## config.mk

```make
export PLATFORM = sky130hd
export DESIGN_NAME = iabu_core
export DESIGN_NICKNAME = d
export VERILOG_FILES = /design/src/rtl/iabu_pkg.sv /design/src/rtl/iabu_core.sv
export SDC_FILE = /design/constraint.sdc
export NUM_CORES = 1
export LEC_CHECK = 0
export ABC_AREA = 1
export BUFFER_PORTS_ARGS = -buffer_cell sky130_fd_sc_hd__buf_2
export CAP_MARGIN = 20
export CORE_MARGIN = 4
export CORE_UTILIZATION = 46
export CTS_CLUSTER_DIAMETER = 150
export DETAILED_ROUTE_END_ITERATION = 10
export MAX_ROUTING_LAYER = met4
export PLACE_DENSITY_LB_ADDON = 0.08
export SETUP_SLACK_MARGIN = 0.1
export SYNTH_ARGS = -nofsm -noshare
export SYNTH_HDL_FRONTEND = slang
export SYNTH_SLANG_ARGS = --single-unit
```

## constraint.sdc

```tcl
create_clock -name clock -period 2.3 [get_ports clock]
set_input_delay 0.23 -clock clock [delete_from_list [all_inputs] [get_ports clock]]
set_output_delay 0.23 -clock clock [all_outputs]
set_load 0.005 [all_outputs]
```

## src/rtl/iabu_pkg.sv

```systemverilog
/*
  Shared types and constants of the interrupt and bounds unit: bit positions,
  fixed vector addresses, opcodes and the structs carried on its ports.
  Assumes a 15-bit storage address and a 48-bit condition word.
*/
package iabu_pkg;

  localparam int IABU_W = 48;
  localparam int IABU_AW = 15;
  localparam int IABU_LW = 8;
  localparam int IABU_CH = 4;

  // Fixed return-jump targets and the all-ones limit substitute.
  localparam logic [14:0] IABU_VEC_CAT1 = 15'h0007;
  localparam logic [14:0] IABU_VEC_CAT3 = 15'h0010;
  localparam logic [14:0] IABU_LIM_ONES_ADDR = 15'h7f80;
  localparam logic [7:0] IABU_LIM_ONES = 8'hff;
  localparam logic [7:0] IABU_LIM_ZERO = 8'h00;
  localparam logic [14:0] IABU_ONE_ADDR = 15'h0001;
  localparam int IABU_LIM_LSB = 7;

  // Condition bit positions.
  localparam int IABU_BIT_OOB = 42;
  localparam int IABU_BIT_INACT = 10;
  localparam int IABU_BIT_PAR = 20;
  localparam int IABU_BIT_EXT = 30;

  // Operation codes and sub-codes.
  localparam logic [5:0] IABU_OP_00 = 6'h00;
  localparam logic [5:0] IABU_OP_26 = 6'h16;
  localparam logic [5:0] IABU_OP_27 = 6'h17;
  localparam logic [5:0] IABU_OP_FLT_LO = 6'h18;
  localparam logic [5:0] IABU_OP_FLT_HI = 6'h1b;
  localparam logic [5:0] IABU_OP_62 = 6'h32;
  localparam logic [5:0] IABU_OP_63 = 6'h33;
  localparam logic [5:0] IABU_OP_74 = 6'h3c;
  localparam logic [5:0] IABU_OP_77 = 6'h3f;
  localparam logic [2:0] IABU_SUB_0 = 3'h0;
  localparam logic [2:0] IABU_SUB_UPPER_LIM = 3'h5;
  localparam logic [2:0] IABU_SUB_LOWER_LIM = 3'h6;
  localparam logic [2:0] IABU_SUB_7 = 3'h7;

  typedef enum logic [1:0] {
    IABU_CAT_NONE = 2'b00,
    IABU_CAT_1 = 2'b01,
    IABU_CAT_2 = 2'b10,
    IABU_CAT_3 = 2'b11
  } iabu_cat_t;

  typedef enum logic [2:0] {
    IABU_ACC_NONE = 3'b000,
    IABU_ACC_JUMP = 3'b001,
    IABU_ACC_WRITE = 3'b010,
    IABU_ACC_FETCH = 3'b011,
    IABU_ACC_OPERAND = 3'b100
  } iabu_acc_t;

  typedef enum logic [2:0] {
    IABU_IFN_ACTIVATE = 3'b000,
    IABU_IFN_DEACTIVATE = 3'b001,
    IABU_IFN_SET_COND = 3'b010,
    IABU_IFN_CLR_COND = 3'b011,
    IABU_IFN_SET_SEL = 3'b100,
    IABU_IFN_CLR_SEL = 3'b101
  } iabu_ifn_code_t;

  typedef enum logic [1:0] {
    IABU_ST_IDLE = 2'b00,
    IABU_ST_ENTER = 2'b01,
    IABU_ST_RELEASE = 2'b10
  } iabu_fsm_t;

  typedef struct packed {
    logic valid;
    logic next_lower;
    logic [14:0] p;
    logic [14:0] step;
  } iabu_boundary_t;

  typedef struct packed {
    logic valid;
    logic [5:0] op;
    logic [2:0] sub;
    logic variant_bad;
    logic is_lower;
    logic [14:0] p;
    logic [7:0] operand;
  } iabu_decode_t;

  typedef struct packed {
    logic valid;
    iabu_ifn_code_t code;
    logic [5:0] bit_idx;
  } iabu_ifn_t;

  typedef struct packed {
    iabu_acc_t kind;
    logic [14:0] addr;
  } iabu_access_t;

  typedef struct packed {
    logic valid;
    logic [14:0] p;
  } iabu_fetch_t;

  typedef struct packed {
    logic [3:0] parity;
    logic [3:0] ext;
    logic [3:0] inactive;
  } iabu_chan_t;

  typedef struct packed {
    logic take;
    iabu_cat_t category;
    logic [14:0] vector;
    logic [14:0] store_addr;
    logic exit_lower;
  } iabu_trap_t;

  typedef struct packed {
    logic valid;
    iabu_cat_t category;
    logic exit_lower;
  } iabu_ret_t;

endpackage : iabu_pkg

```

## src/rtl/iabu_core.sv

```systemverilog
/*
  Interrupt and storage-bounds unit: condition, select and product words,
  Category I entry with lockout, immediate Category II and III traps,
  and eight-bit upper and lower storage limits.
  Assumes the instruction sequencer on the same clock drives the boundary,
  decode, access, fetch and internal-function ports; only channel request
  lines come from outside this clock and are synchronised here.
*/
`timescale 1ns/1ps

// Operation
// - Limit-load instructions each place an 8-bit value in their limit register.
// - An all-ones limit compares as address 77600 octal.
// - Checking needs system active and select bit 42, set in any order.
// - Out-of-range jump is suppressed, raises Category I, resumes at next instruction.
// - Out-of-range write or fetch raises Category I; operand reads always allowed.
// - Address bits 7-14 in range when at least lower and below upper.
// - An all-zero upper limit is ignored; only the lower limit applies.
// - Global clear leaves limits alone; software clears them by loading zeros.
// - Limit loads while checking trap as Category III and change nothing.
// - Checking is off while any Category I, II or III mode latch is set.
// - Conditions sampled after each instruction; a pending one halts and saves P.
// - Internal function activates, deactivates, and sets or clears condition and select bits.
// - The three words are numbered 0 right to 47 left, same meaning per bit.
// - Internal conditions drive fixed bits; channel request lines drive external bits.
// - Product word is the plain AND of condition and select words.
// - Category II and III traps are taken at once, regardless of activation.
// - Listed illegal codes, some only in certain variants, trap as Category III.
// - Category I taken when selected, system active and mode latch clear; jumps to 00007.
// - Category I entry stops at the end of an instruction or search iteration.
// - Entry sets lockout, sets mode latch, return-jumps, then clears lockout.
// - Lower next stores P with lower exit; upper next stores P+1 with upper exit.
// - When P reaches the vector again, use the stored exit and clear the mode latch.
// - A write or fetch bounds-fault Category I re-executes the faulting step after service.
// - Bits 20-23 parity, 30-33 external, 10-13 inactive for channels 0-3.
// - Category II return-jumps to the address equal to its opcode, 00030-00033.
module iabu_core
  import iabu_pkg::*;
(
  // Clock and reset
  input wire logic clock,
  input wire logic rst,
  // Option strap
  input wire logic float_arith_option,
  // Sequencer requests
  input iabu_pkg::iabu_boundary_t boundary,
  input iabu_pkg::iabu_decode_t decode,
  input iabu_pkg::iabu_ifn_t ifn,
  input iabu_pkg::iabu_access_t access,
  input iabu_pkg::iabu_fetch_t fetch,
  // Condition sources
  input wire logic [47:0] int_cond,
  input iabu_pkg::iabu_chan_t chan_req,
  // Answers to the sequencer
  output logic access_block,
  output iabu_pkg::iabu_trap_t trap,
  output iabu_pkg::iabu_ret_t ret,
  // Visible state
  output logic [47:0] pending_condition_register,
  output logic [47:0] condition_select_register,
  output logic [47:0] qualified_request_vector,
  output logic [7:0] upper_storage_limit,
  output logic [7:0] lower_storage_limit,
  output logic system_active,
  output logic [2:0] mode_latch,
  output logic cat1_lockout
);
  import iabu_pkg::*;

  typedef struct packed {
    iabu_fsm_t fsm;
    logic active;
    logic lockout;
    logic mode1;
    logic mode2;
    logic mode3;
    logic exit1;
    logic exit2;
    logic exit3;
    logic redo;
    logic [14:0] redo_step;
    logic [47:0] cond;
    logic [47:0] sel;
    logic [7:0] ulim;
    logic [7:0] llim;
    iabu_chan_t sync1;
    iabu_chan_t sync2;
    iabu_trap_t trap;
    iabu_ret_t ret;
  } iabu_core_state_t;

  iabu_core_state_t state_q;
  iabu_core_state_t state_d;

  logic [47:0] product;
  logic [47:0] chan_vec;
  logic checking;
  logic out_of_range;
  logic fault_jump;
  logic fault_store;
  logic cat2_hit;
  logic cat3_hit;
  logic cat1_due;
  logic limit_load;

  // A limit as a 15-bit address boundary; all ones stands for a fixed address.
  function automatic logic [14:0] iabu_lim_addr(input logic [7:0] lim);
    logic [14:0] a;
    a = {lim, 7'h00};
    if (lim == IABU_LIM_ONES)
    begin
      a = IABU_LIM_ONES_ADDR;
    end
    return a;
  endfunction : iabu_lim_addr

  // Range test on address bits 7 through 14 only.
  function automatic logic iabu_in_range(input logic [14:0] addr, input logic [7:0] ulim,
                                         input logic [7:0] llim);
    logic [14:0] s;
    logic ok;
    s = {addr[14:IABU_LIM_LSB], 7'h00};
    ok = (s >= iabu_lim_addr(llim));
    if (ulim != IABU_LIM_ZERO)
    begin
      ok = ok && (s < iabu_lim_addr(ulim));
    end
    return ok;
  endfunction : iabu_in_range

  // Illegal operation decode; the sequencer flags the bad variants of starred codes.
  function automatic logic iabu_illegal(input iabu_decode_t d, input logic chk);
    logic bad;
    bad = 1'b0;
    case (d.op)
      IABU_OP_00, IABU_OP_63:
      begin
        bad = d.variant_bad;
      end
      IABU_OP_26, IABU_OP_27, IABU_OP_62:
      begin
        bad = 1'b1;
      end
      IABU_OP_74:
      begin
        bad = (d.sub == IABU_SUB_7) || d.variant_bad;
      end
      IABU_OP_77:
      begin
        if ((d.sub == IABU_SUB_0) || (d.sub == IABU_SUB_7))
        begin
          bad = 1'b1;
        end
        else if ((d.sub == IABU_SUB_UPPER_LIM) || (d.sub == IABU_SUB_LOWER_LIM))
        begin
          bad = chk;
        end
      end
      default:
      begin
        bad = 1'b0;
      end
    endcase
    return bad;
  endfunction : iabu_illegal

  // Channel request lines placed at their fixed positions.
  always_comb
  begin
    chan_vec = '0;
    for (int i = 0; i < IABU_CH; i++)
    begin
      chan_vec[IABU_BIT_PAR + i] = state_q.sync2.parity[i];
      chan_vec[IABU_BIT_EXT + i] = state_q.sync2.ext[i];
      chan_vec[IABU_BIT_INACT + i] = state_q.sync2.inactive[i];
    end
  end

  always_comb
  begin
    product = state_q.cond & state_q.sel;
    checking = state_q.active && state_q.sel[IABU_BIT_OOB]
               && !(state_q.mode1 || state_q.mode2 || state_q.mode3);
    out_of_range = !iabu_in_range(access.addr, state_q.ulim, state_q.llim);
    fault_jump = checking && out_of_range && (access.kind == IABU_ACC_JUMP);
    fault_store = checking && out_of_range
                  && ((access.kind == IABU_ACC_WRITE) || (access.kind == IABU_ACC_FETCH));
    cat2_hit = decode.valid && !float_arith_option
               && (decode.op >= IABU_OP_FLT_LO) && (decode.op <= IABU_OP_FLT_HI);
    cat3_hit = decode.valid && !cat2_hit && iabu_illegal(decode, checking);
    limit_load = decode.valid && !cat3_hit && (decode.op == IABU_OP_77)
                 && ((decode.sub == IABU_SUB_UPPER_LIM) || (decode.sub == IABU_SUB_LOWER_LIM));
    cat1_due = boundary.valid && (|product) && state_q.active && !state_q.mode1
               && !state_q.lockout && (state_q.fsm == IABU_ST_IDLE);
  end

  always_comb
  begin
    state_d = state_q;
    state_d.trap.take = 1'b0;
    state_d.ret.valid = 1'b0;

    // Channel lines come from another domain and pass two flip-flops first.
    state_d.sync1 = chan_req;
    state_d.sync2 = state_q.sync1;

    // Hardware sets win over a software clear in the same cycle.
    if (ifn.valid)
    begin
      case (ifn.code)
        IABU_IFN_ACTIVATE:
        begin
          state_d.active = 1'b1;
        end
        IABU_IFN_DEACTIVATE:
        begin
          state_d.active = 1'b0;
        end
        IABU_IFN_SET_COND:
        begin
          state_d.cond[ifn.bit_idx] = 1'b1;
        end
        IABU_IFN_CLR_COND:
        begin
          state_d.cond[ifn.bit_idx] = 1'b0;
        end
        IABU_IFN_SET_SEL:
        begin
          state_d.sel[ifn.bit_idx] = 1'b1;
        end
        IABU_IFN_CLR_SEL:
        begin
          state_d.sel[ifn.bit_idx] = 1'b0;
        end
        default:
        begin
          state_d.active = state_q.active;
        end
      endcase
    end
    state_d.cond = state_d.cond | int_cond | chan_vec;
    if (fault_jump || fault_store)
    begin
      state_d.cond[IABU_BIT_OOB] = 1'b1;
    end
    if (fault_store)
    begin
      state_d.redo = 1'b1;
      state_d.redo_step = boundary.step;
    end

    // Limits change only through a legal load instruction.
    if (limit_load)
    begin
      if (decode.sub == IABU_SUB_UPPER_LIM)
      begin
        state_d.ulim = decode.operand;
      end
      else
      begin
        state_d.llim = decode.operand;
      end
    end

    // Returns: the fetch of a vector address releases its mode latch.
    if (fetch.valid)
    begin
      if ((fetch.p == IABU_VEC_CAT1) && state_q.mode1)
      begin
        state_d.mode1 = 1'b0;
        state_d.ret = '{valid: 1'b1, category: IABU_CAT_1, exit_lower: state_q.exit1};
      end
      else if ((fetch.p == IABU_VEC_CAT3) && state_q.mode3)
      begin
        state_d.mode3 = 1'b0;
        state_d.ret = '{valid: 1'b1, category: IABU_CAT_3, exit_lower: state_q.exit3};
      end
      else if ((fetch.p >= {9'h000, IABU_OP_FLT_LO}) && (fetch.p <= {9'h000, IABU_OP_FLT_HI})
               && state_q.mode2)
      begin
        state_d.mode2 = 1'b0;
        state_d.ret = '{valid: 1'b1, category: IABU_CAT_2, exit_lower: state_q.exit2};
      end
    end

    // Traps are immediate and take priority over a Category I entry.
    if (cat2_hit)
    begin
      state_d.mode2 = 1'b1;
      state_d.exit2 = decode.is_lower;
      state_d.trap = '{take: 1'b1, category: IABU_CAT_2, vector: {9'h000, decode.op},
                       store_addr: decode.p, exit_lower: decode.is_lower};
    end
    else if (cat3_hit)
    begin
      state_d.mode3 = 1'b1;
      state_d.exit3 = decode.is_lower;
      state_d.trap = '{take: 1'b1, category: IABU_CAT_3, vector: IABU_VEC_CAT3,
                       store_addr: decode.p, exit_lower: decode.is_lower};
    end

    case (state_q.fsm)
      IABU_ST_IDLE:
      begin
        if (cat1_due && !cat2_hit && !cat3_hit)
        begin
          state_d.fsm = IABU_ST_ENTER;
          state_d.lockout = 1'b1;
          state_d.mode1 = 1'b1;
          state_d.trap.take = 1'b1;
          state_d.trap.category = IABU_CAT_1;
          state_d.trap.vector = IABU_VEC_CAT1;
          if (state_q.redo)
          begin
            state_d.exit1 = 1'b0;
            state_d.redo = fault_store;
            state_d.trap.store_addr = state_q.redo_step;
            state_d.trap.exit_lower = 1'b0;
          end
          else if (boundary.next_lower)
          begin
            state_d.exit1 = 1'b1;
            state_d.trap.store_addr = boundary.p;
            state_d.trap.exit_lower = 1'b1;
          end
          else
          begin
            state_d.exit1 = 1'b0;
            state_d.trap.store_addr = boundary.p + IABU_ONE_ADDR;
            state_d.trap.exit_lower = 1'b0;
          end
        end
      end
      IABU_ST_ENTER:
      begin
        state_d.fsm = IABU_ST_RELEASE;
      end
      IABU_ST_RELEASE:
      begin
        state_d.lockout = 1'b0;
        state_d.fsm = IABU_ST_IDLE;
      end
      default:
      begin
        state_d.lockout = 1'b0;
        state_d.fsm = IABU_ST_IDLE;
      end
    endcase

    // Global clear resets control state but deliberately keeps both limits.
    if (rst)
    begin
      state_d = '0;
      state_d.fsm = IABU_ST_IDLE;
      state_d.ulim = state_q.ulim;
      state_d.llim = state_q.llim;
    end
  end

  always_ff @(posedge clock)
  begin
    state_q <= state_d;
  end

  // A suppressed jump must never be executed, so the block answer is combinational.
  assign access_block = fault_jump;
  assign trap = state_q.trap;
  assign ret = state_q.ret;
  assign pending_condition_register = state_q.cond;
  assign condition_select_register = state_q.sel;
  assign qualified_request_vector = product;
  assign upper_storage_limit = state_q.ulim;
  assign lower_storage_limit = state_q.llim;
  assign system_active = state_q.active;
  assign mode_latch = {state_q.mode3, state_q.mode2, state_q.mode1};
  assign cat1_lockout = state_q.lockout;

endmodule : iabu_core

```

# Word level (Yosys, flattened, before mapping)

Index checks and enable logic that the tools add are counted.

Add/subtract/negate cells: 1
Order comparisons: 8
Equal/unequal tests: 25
Muxes and demuxes: 43
Bitwise gates (word level): 13
Reductions and logical operators: 63

Operator list:

| kind                    | number |
|---|---|
| $pmux W48 S2            | 2 |
| $and A48 B48 Y48        | 3 |
| $or A48 B48 Y48         | 3 |
| $mux W34                | 4 |
| $mux W96                | 1 |
| $mux W16                | 3 |
| $not A48 Y48            | 1 |
| $or A48 B34 Y48         | 1 |
| $reduce_or A48 Y1       | 1 |
| $mux W15                | 3 |
| $logic_and A1 B1 Y1     | 26 |
| $eq A6 B6 Y1 const B    | 4 |
| $mux W1                 | 18 |
| $eq A8 B8 Y1 const B    | 2 |
| $add A15 B1 Y15 const B | 1 |
| $eq A15 B3 Y1 const B   | 1 |
| $eq A15 B5 Y1 const B   | 1 |
| $eq A3 B3 Y1 const B    | 5 |
| $ge A15 B15 Y1          | 1 |
| $ge A15 B5 Y1 const B   | 1 |
| $le A15 B5 Y1 const B   | 1 |
| $lt A15 B15 Y1          | 1 |
| $eq A3 B2 Y1 const B    | 4 |
| $eq A6 B5 Y1 const B    | 2 |
| 29 further kinds        | 63 |

Register bits after elaboration: 200
Bits of input ports: 174
Output and inout bits: 204
Word-level logic and storage cells: 182

# Longest topological paths before layout

Gate-level depths: netlist (run 1).

Depth in word-level cells: 13
Depth in mapped cells: 15
Gate-level depth less buffers: 13

# Least setup slack after synthesis (run 1)

OpenSTA, ideal clock, no wires.

Kind: flip-flop to flip-flop
Start: register state_q (netlist bit mode_latch[0])
End: register state_q (netlist bit upper_storage_limit[0]), enable pin
Arrival time: 2.029 ns
Slack: -0.124 ns
Stages on the path, launching flop included: 13
Buffers on the path: 2
Clock period less this slack: 2.424 ns
Cells stage by stage: dfxtp_1 > inv_2 > nand2_2 > nor2_4 > nand2_1 > nand2_1 > nand2_1 > nand3_1 > nand2_1 > buf_6 > buf_4 > nand2_1 > nor4_1

Longest elaborated chain between the ends: 13

Ends and longest elaborated chain:

| element                           | RTL line         | text |
|---|---|---|
| start, declared                   | iabu_core.sv:92  | `iabu_core_state_t state_q;` |
| start signal, assigned            | iabu_core.sv:362 | `state_q <= state_d;` |
| $logic_or A1 B1 Y1 (2 in series)  | iabu_core.sv:183 | `&& !(state_q.mode1 \|\| state_q.mode2 \|\| state_q.mode3);` |
| $logic_not A1 Y1                  | iabu_core.sv:183 |  |
| $logic_and A1 B1 Y1               | iabu_core.sv:183 |  |
| $mux W1                           | iabu_core.sv:154 | `else if ((d.sub == IABU_SUB_UPPER_LIM) \|\| (d.sub == IABU_SUB_LOWER_LIM))` |
| $mux W1                           | iabu_core.sv:150 | `if ((d.sub == IABU_SUB_0) \|\| (d.sub == IABU_SUB_7))` |
| $pmux W1 S4                       | iabu_core.sv:135 | `case (d.op)` |
| $logic_and A1 B1 Y1               | iabu_core.sv:190 | `cat3_hit = decode.valid && !cat2_hit && iabu_illegal(decode, checking);` |
| $logic_not A1 Y1                  | iabu_core.sv:191 | `limit_load = decode.valid && !cat3_hit && (decode.op == IABU_OP_77)` |
| $logic_and A1 B1 Y1 (2 in series) | iabu_core.sv:191 |  |
| $logic_and A1 B1 Y1               | iabu_core.sv:192 | `&& ((decode.sub == IABU_SUB_UPPER_LIM) \|\| (decode.sub == IABU_SUB_LOWER_LIM));` |
| $reduce_and A3 Y1 (no line)       | --               |  |

Every way passes these cells.
A chain may end at the register's enable or synchronous reset.

# Final worst setup path (run 1)

Start: register state_q (netlist bit upper_storage_limit[7])
End: output port access_block

Longest elaborated chain between the ends: 9
Elaborated cells on any way between the ends: 10
Those cells by class: order compare: 1; eq/ne: 1; mux: 3; reduce/logical: 5

Ends and longest elaborated chain:

| element                             | RTL line         | text |
|---|---|---|
| $eq A8 B8 Y1                        | iabu_core.sv:110 | `if (lim == IABU_LIM_ONES)` |
| $mux W15                            | iabu_core.sv:110 |  |
| $mux W15                            | iabu_core.sv:124 | `if (ulim != IABU_LIM_ZERO)` |
| $lt A15 B15 Y1                      | iabu_core.sv:126 | `ok = ok && (s < iabu_lim_addr(ulim));` |
| $logic_and A1 B1 Y1                 | iabu_core.sv:126 |  |
| $mux W1 *                           | iabu_core.sv:124 |  |
| $logic_not A1 Y1 *                  | iabu_core.sv:184 | `out_of_range = !iabu_in_range(access.addr, state_q.ulim, state_q.llim);` |
| $logic_and A1 B1 Y1 * (2 in series) | iabu_core.sv:185 | `fault_jump = checking && out_of_range && (access.kind == IABU_ACC_JUMP);` |
| end, declared                       | iabu_core.sv:55  | `output logic access_block,` |

Every way passes the cells marked *; elsewhere a longest branch is shown, timed or not. The select of a mux whose other input is x is not followed.

==> impl_metrics.ini, run 1 <==
[run_status]
outcome = finished, final reports clean

[floorplan]
die-height_um = 161
core_area_um2 = 22800
pin_count = 378
die_x_um = 161
rows = 55
start_util_pct = 47.2
die_area_um2 = 25900

[timing]
timing.slew.headroom_pct = 35.3
hold_viol_final = 0
setup_viol = 0
tightestPinTransition_ns = 0.971
clock-skew-final_ns = 0.0127
drv_slew = 0
final.setup.tns_ns = 0
rsz0062_at_grt = yes
fin_crit_ns = 2.25
max_freq_ghz = 0.444
min_period_over_period_pct = 98.0
post-route-worst-setup-slack_ns = 0.0467
whs_ns = 0.0156

[min_path]
whs_endpoint = state_q[181]$_SDFFE_PP0P_
hold_start = boundary[7]
hp-class = in -> reg
whs_path_depth = 3

[setup_path]
critical_path_buf_inv_count = 3
cp_cell_sequence = inv_1, ha_4, a21oi_2, o21a_1, nand2_1, nand2_2, nand2_4, buf_6, and3_4, buf_6
rr_worst_depth = 13
setup.worst_path.class = reg -> out
worst-path-max-fanout = 3
slowest_stage = edfxtp_1
required_ns = 2.07
critPathArrivalTime_ns = 2.02
rrSetupSlack_ns = 0.20
rr_startpoint = upper_storage_limit[7]$_DFFE_PP_
crit_family = flip-flops
path_common_cell = buf_6
startpoint_type = flip-flop
endpoint_kind = output port
critical_path.max_stage_delay_ns = 0.41
r2r-end = pending_condition_register[42]$_SDFF_PP0_

[power_and_ir_drop]
peakVddDrop_mv = 0.417
leakage_nw = 6.57
power_density_nw_per_um2 = 588

[synthesis]
ys_seq_elements = 200
syn-cell-area_um2 = 10800
ys_seq_area_share_pct = 38.6
synth.distinct_cells = 39
synth_nets = 1746
synth_ff_type = dfxtp_1
async_flop_share_pct = 0
yosysWarnings = 0
netlist_instances = 1556
synth_edf_count = 16
syn_avg_cell_area_um2 = 6.92

[global_routing]
grt_pass1_wl_um = 51400
antenna_found_initial = 7
grt_usage_pct = 25.5
grt_pass1_vias = 9584
globalRoute.totalOverflow = 0
grt_max_degree = 89

[clock_network]
cts_made_buffers = 17
cts_num_sinks = 200
cts.path.max_buffers = 2
clk_latency_ns = 0.44
clk_pin_slew_ns = 0.08
cts-root-buf = clkbuf_16
cts-htree-levels = 4
cts_tree = yes

[routing]
wl_per_cell_um = 15.9
drt.antenna.violating_nets = 0
dr_total_vias = 10400
drt-pass1-iter-count = 5
drtIter0Drc = 595
drc = 0
routed_wirelength_um = 33700
vias_per_cell = 4.88

[layout]
drive_above_1_share_pct = 26.6
n_fill_cell = 2307
multi_input_area_um2 = 4530
areaGrowthSynthToFinish_pct = 19.2
nets = 1981
regArea_um2 = 4160
final_common_cell = buf_2
final_cell_mix = 368 x buf_2, 273 x nand2_1, 235 x nor2_1

[place]
gp_congestion = 0.886
dp_slack_ns = 0.177
port_buffers = 370
dp_hpwl_um = 25300

[run]
maxCapViolations = 0
metrics by stage:
step                total power, mW  util (%)  instances  cell area, um^2
floorplan                      4.19         -       1556            10800
global placement               4.47      51.7       2054            11800
detailed placement             4.48      51.7       2054            11800
CTS                            7.58      55.6       2112            12700
global route                   7.83      56.2       2124            12800
finish                         7.55      56.2       2124            12800
report_power, final:
group / switching, mW / internal [mW] / leakage (nW)
Sequential: 0.0649 / 3.60 / 1.65
Clock: 1.53 / 1.57 / 0.297
Combinational: 0.460 / 0.322 / 4.63
Total: 2.06 / 5.49 / 6.57
layout make-up:
cell class,instances,share of cell area [%]
diodes,7,0.136
well taps,313,3.05
inverters,214,6.27
multi-input cells,933,35.3
clock inverters,15,1.36
clock buffers,17,3.31
flip-flops and latches,200,32.4
repair buffers,425,18.2
cell usage after synthesis (3+ instances only):
master | count | share of area, %
o21ai_1 | 3 | 0.14
nand3_1 | 56 | 2.6
inv_2 | 6 | 0.21
o21ai_0 | 89 | 4.1
ha_1 | 16 | 1.9
a211oi_1 | 27 | 1.9
dfxtp_1 | 184 | 34
xnor2_1 | 3 | 0.24
clkbuf_1 | 39 | 1.4
buf_4 | 156 | 11
nand2_2 | 3 | 0.17
nor2_1 | 236 | 8.2
inv_1 | 204 | 7.1
nand2_1 | 276 | 9.6
edfxtp_1 | 16 | 4.5
a31oi_1 | 17 | 0.99
nor4_1 | 6 | 0.35
buf_2 | 8 | 0.37
buf_6 | 4 | 0.42
nor2_4 | 3 | 0.31
nor3_1 | 29 | 1.3
nand4_1 | 23 | 1.3
clkinv_1 | 4 | 0.14
xor2_1 | 3 | 0.24
a21oi_1 | 126 | 5.9
worst reg2reg max path, cell delays in order, from the launching register on:
cell and delay, ns:
edfxtp_1 0.41, inv_1 0.11, ha_4 0.21, a21oi_2 0.15, o21a_1 0.13, nand2_1 0.06, nand2_2 0.07, nand2_4 0.08
buf_6 0.14, buf_4 0.12, buf_4 0.14, buf_4 0.17, o211ai_1 0.10, a21oi_1 0.09
how the worst max path moves through the flow:
stage	start	endpoint	slack, ns	cells past startpoint
6_report	upper_storage_limit[7]$_DFFE_PP_	access_block	0.05	10
5_1_grt	lower_storage_limit[7]$_DFFE_PP_	access_block	-0.05	9
4_1_cts	upper_storage_limit[5]$_DFFE_PP_	access_block	0.03	10
3_5_place_dp	pending_condition_register[3]$_SDFF_PP0_	trap[4]$_SDFF_PP0_	0.18	13
3_3_place_gp	flip-flop	trap[3]$_SDFF_PP0_	0.19	13
2_1_floorplan	mode_latch[0]$_SDFF_PP0_	upper_storage_limit[0]$_DFFE_PP_	0.21	12
timing repair:
action                                  CTS  global route
resized for setup                        11            18
buffers inserted                          8             5
pin swaps                                 7             7
gates cloned                              0             0
hold endpoints to repair                 25             0
endpoints found under the setup margin    1            17
hold buffers                             18             0
cells by family (layout without fill, tap and decap cells):
kind of cell | after synthesis | after routing | synth area share [%]
simple gates | 642 | 642 | 25.0
buf+inv | 423 | 671 | 20.5
compound gates | 269 | 269 | 13.5
flops | 200 | 200 | 38.6
fa+ha+maj | 16 | 16 | 1.86
xor+xnor | 6 | 6 | 0.488
other cells | 0 | 7 | 0
metal layers:
layer	track usage [%]	routed length [um]	up-vias
li1	-	-	5297
met1	33.7	15000	4651
met2	40.7	15700	377
met3	4.72	2420	38
met4	6.59	540	0
met5	-	0	-
No activity file was read; power rests on OpenSTA's default activity.
==> run 2, diff against run 1 <==
- CORE_ASPECT_RATIO: default -> 0.8
- CTS_BUF_LIST: default -> sky130_fd_sc_hd__clkbuf_16
==> run 2 against run 1 <==
Against the previous run: worst setup slack improved by 0.081 ns; count of clock-buffer cells in the layout unchanged; final area decreased by 0.30%; first-iteration DRC count increased by 57%; routed wire length increased by 3.7%; power decreased by 0.31%; critical path type unchanged; flip-flop and latch count unchanged; global-route usage increased by 0.90 points; utilization increased by 0.080 points; critical endpoint unchanged; highest routed layer unchanged; final cell count decreased by 0.66%.
==> impl_metrics.ini, run 2 (same netlist as run 1, synthesis figures left out) <==
[place]
port_buffers = 370
dp_slack_ns = 0.171
post_dp_cell_area_um2 = 11800
dp_hpwl_um = 26400
place_inst = 2046
gp_congestion = 0.871

[layout]
drive_above_1_share_pct = 26.6
areaGrowthSynthToFinish_pct = 18.8
regArea_um2 = 4160
stdcell_count = 2110
final_area_um2 = 12800
final_common_cell = buf_2
multi_input_area_um2 = 4560
nets = 1975
final_cell_mix = 369 x buf_2, 273 x nand2_1, 234 x nor2_1
n_fill_cell = 2279
post-route-util_pct = 56.3

[setup_path]
endpoint_kind = output port
critPathArrivalTime_ns = 1.94
rr_startpoint = lower_storage_limit[3]$_DFFE_PP_
crit_path_start = lower_storage_limit[3]$_DFFE_PP_
setup.worst_path.class = reg -> out
required_ns = 2.07
worst-path-max-fanout = 2
startpoint_type = flip-flop
rrSetupSlack_ns = 0.24

[global_routing]
grt_max_degree = 134
grt_usage_pct = 26.4
antenna_found_initial = 6
grt_pass1_wl_um = 51700
grt_pass1_vias = 9436
globalRoute.totalOverflow = 0

[routing]
m1WireLength_um = 16100
wl_met2_um = 15300
drc = 0
dr_total_vias = 10500
vias_per_cell = 4.98
routed_wirelength_um = 34900
drtIter0Drc = 933
top_layer = met4
drt.antenna.violating_nets = 0
wl_met3_um = 3000
drt-pass1-iter-count = 5
wl_per_cell_um = 16.6

[floorplan]
rows = 49
pin_count = 378
start_util_pct = 47.4
die-height_um = 145
die_area_um2 = 25900
die_x_um = 179
core_area_um2 = 22700

[power_and_ir_drop]
pwr-share-comb_pct = 10.6
total_power_mw = 7.53
peakVddDrop_mv = 0.484
share_seq_of_total_power_pct = 48.7
swShare_pct = 28.1
intPower_mw = 5.41
power_switching_mw = 2.12
leakage_nw = 6.53
clock_power_share_pct = 40.7
power_density_nw_per_um2 = 588

[clock_network]
cts_tree = yes
clk_pin_slew_ns = 0.08
cts-htree-levels = 4
clk_latency_ns = 0.43
cts_num_sinks = 200
cts-root-buf = clkbuf_16
cts.path.max_buffers = 2
cts_made_buffers = 17

[timing]
min_period_over_period_pct = 94.4
drv_slew = 0
fin_crit_ns = 2.17
whs_ns = 0.0220
max_freq_ghz = 0.460
tightestPinTransition_ns = 0.688
post-route-worst-setup-slack_ns = 0.128
clock-skew-final_ns = 0.0188
timing.slew.headroom_pct = 54.1
final.setup.tns_ns = 0
hold_viol_final = 0
setup_viol = 0
rsz0062_at_grt = yes

[min_path]
hp-class = in -> reg
hold_start = chan_req[11]

[run_status]
outcome = finished, final reports clean

[run]
maxCapViolations = 0
==> run 2: repair_timing <==
item	in CTS	in global routing
hold endpoints to repair	25	2
setup endpoints to repair	1	21
pin swaps	1	7
resized for setup	4	28
gates cloned	0	0
buffers inserted	2	5
hold buffers	18	1
==> run 2: power groups by stage <==
stage / Sequential [mW] / Clock (mW) / Combinational, mW
finish: 3.67 / 3.06 / 0.801
global route: 3.68 / 3.27 / 0.887
CTS: 3.66 / 3.11 / 0.771
detailed placement: 3.75 / 0 / 0.742
global placement: 3.74 / 0 / 0.731
floorplan: 3.73 / 0 / 0.460
==> run 2: critical path, stage by stage, from the launching register on <==
cell	delay [ns]
edfxtp_1	0.41
inv_2	0.08
ha_4	0.20
a21oi_4	0.16
o21ai_1	0.09
nand2_1	0.09
nand3_2	0.10
nand2_4	0.13
and3_1	0.15
buf_2	0.11
==> run 2: path summary, 6_finish.rpt <==
kind / cells after the start / end
setup / recovery: 9 / access_block
hold / removal: 3 / state_q[61]$_SDFF_PP0_
setup reg to reg: 14 / state_q[181]$_SDFFE_PP0P_
hold reg to reg: 2 / chan_vec[31]$_SDFF_PP0_
==> run 2: layout make-up <==
| type | instances | share of cell area [%] |
|---|---|---|
| inverter | 214 | 6.29 |
| timing repair buffer | 419 | 17.8 |
| tap | 306 | 2.99 |
| sequential | 200 | 32.5 |
| multi-input combinational | 933 | 35.6 |
| clock buffer | 17 | 3.32 |
| antenna | 6 | 0.117 |
| clock inverter | 15 | 1.33 |
==> run 2: layer usage <==
layer / vias to the layer above / global-route usage (%)
met5: - / -
met4: 0 / 6.69
met3: 41 / 5.06
met2: 410 / 38.9
met1: 4768 / 37.4
li1: 5279 / -
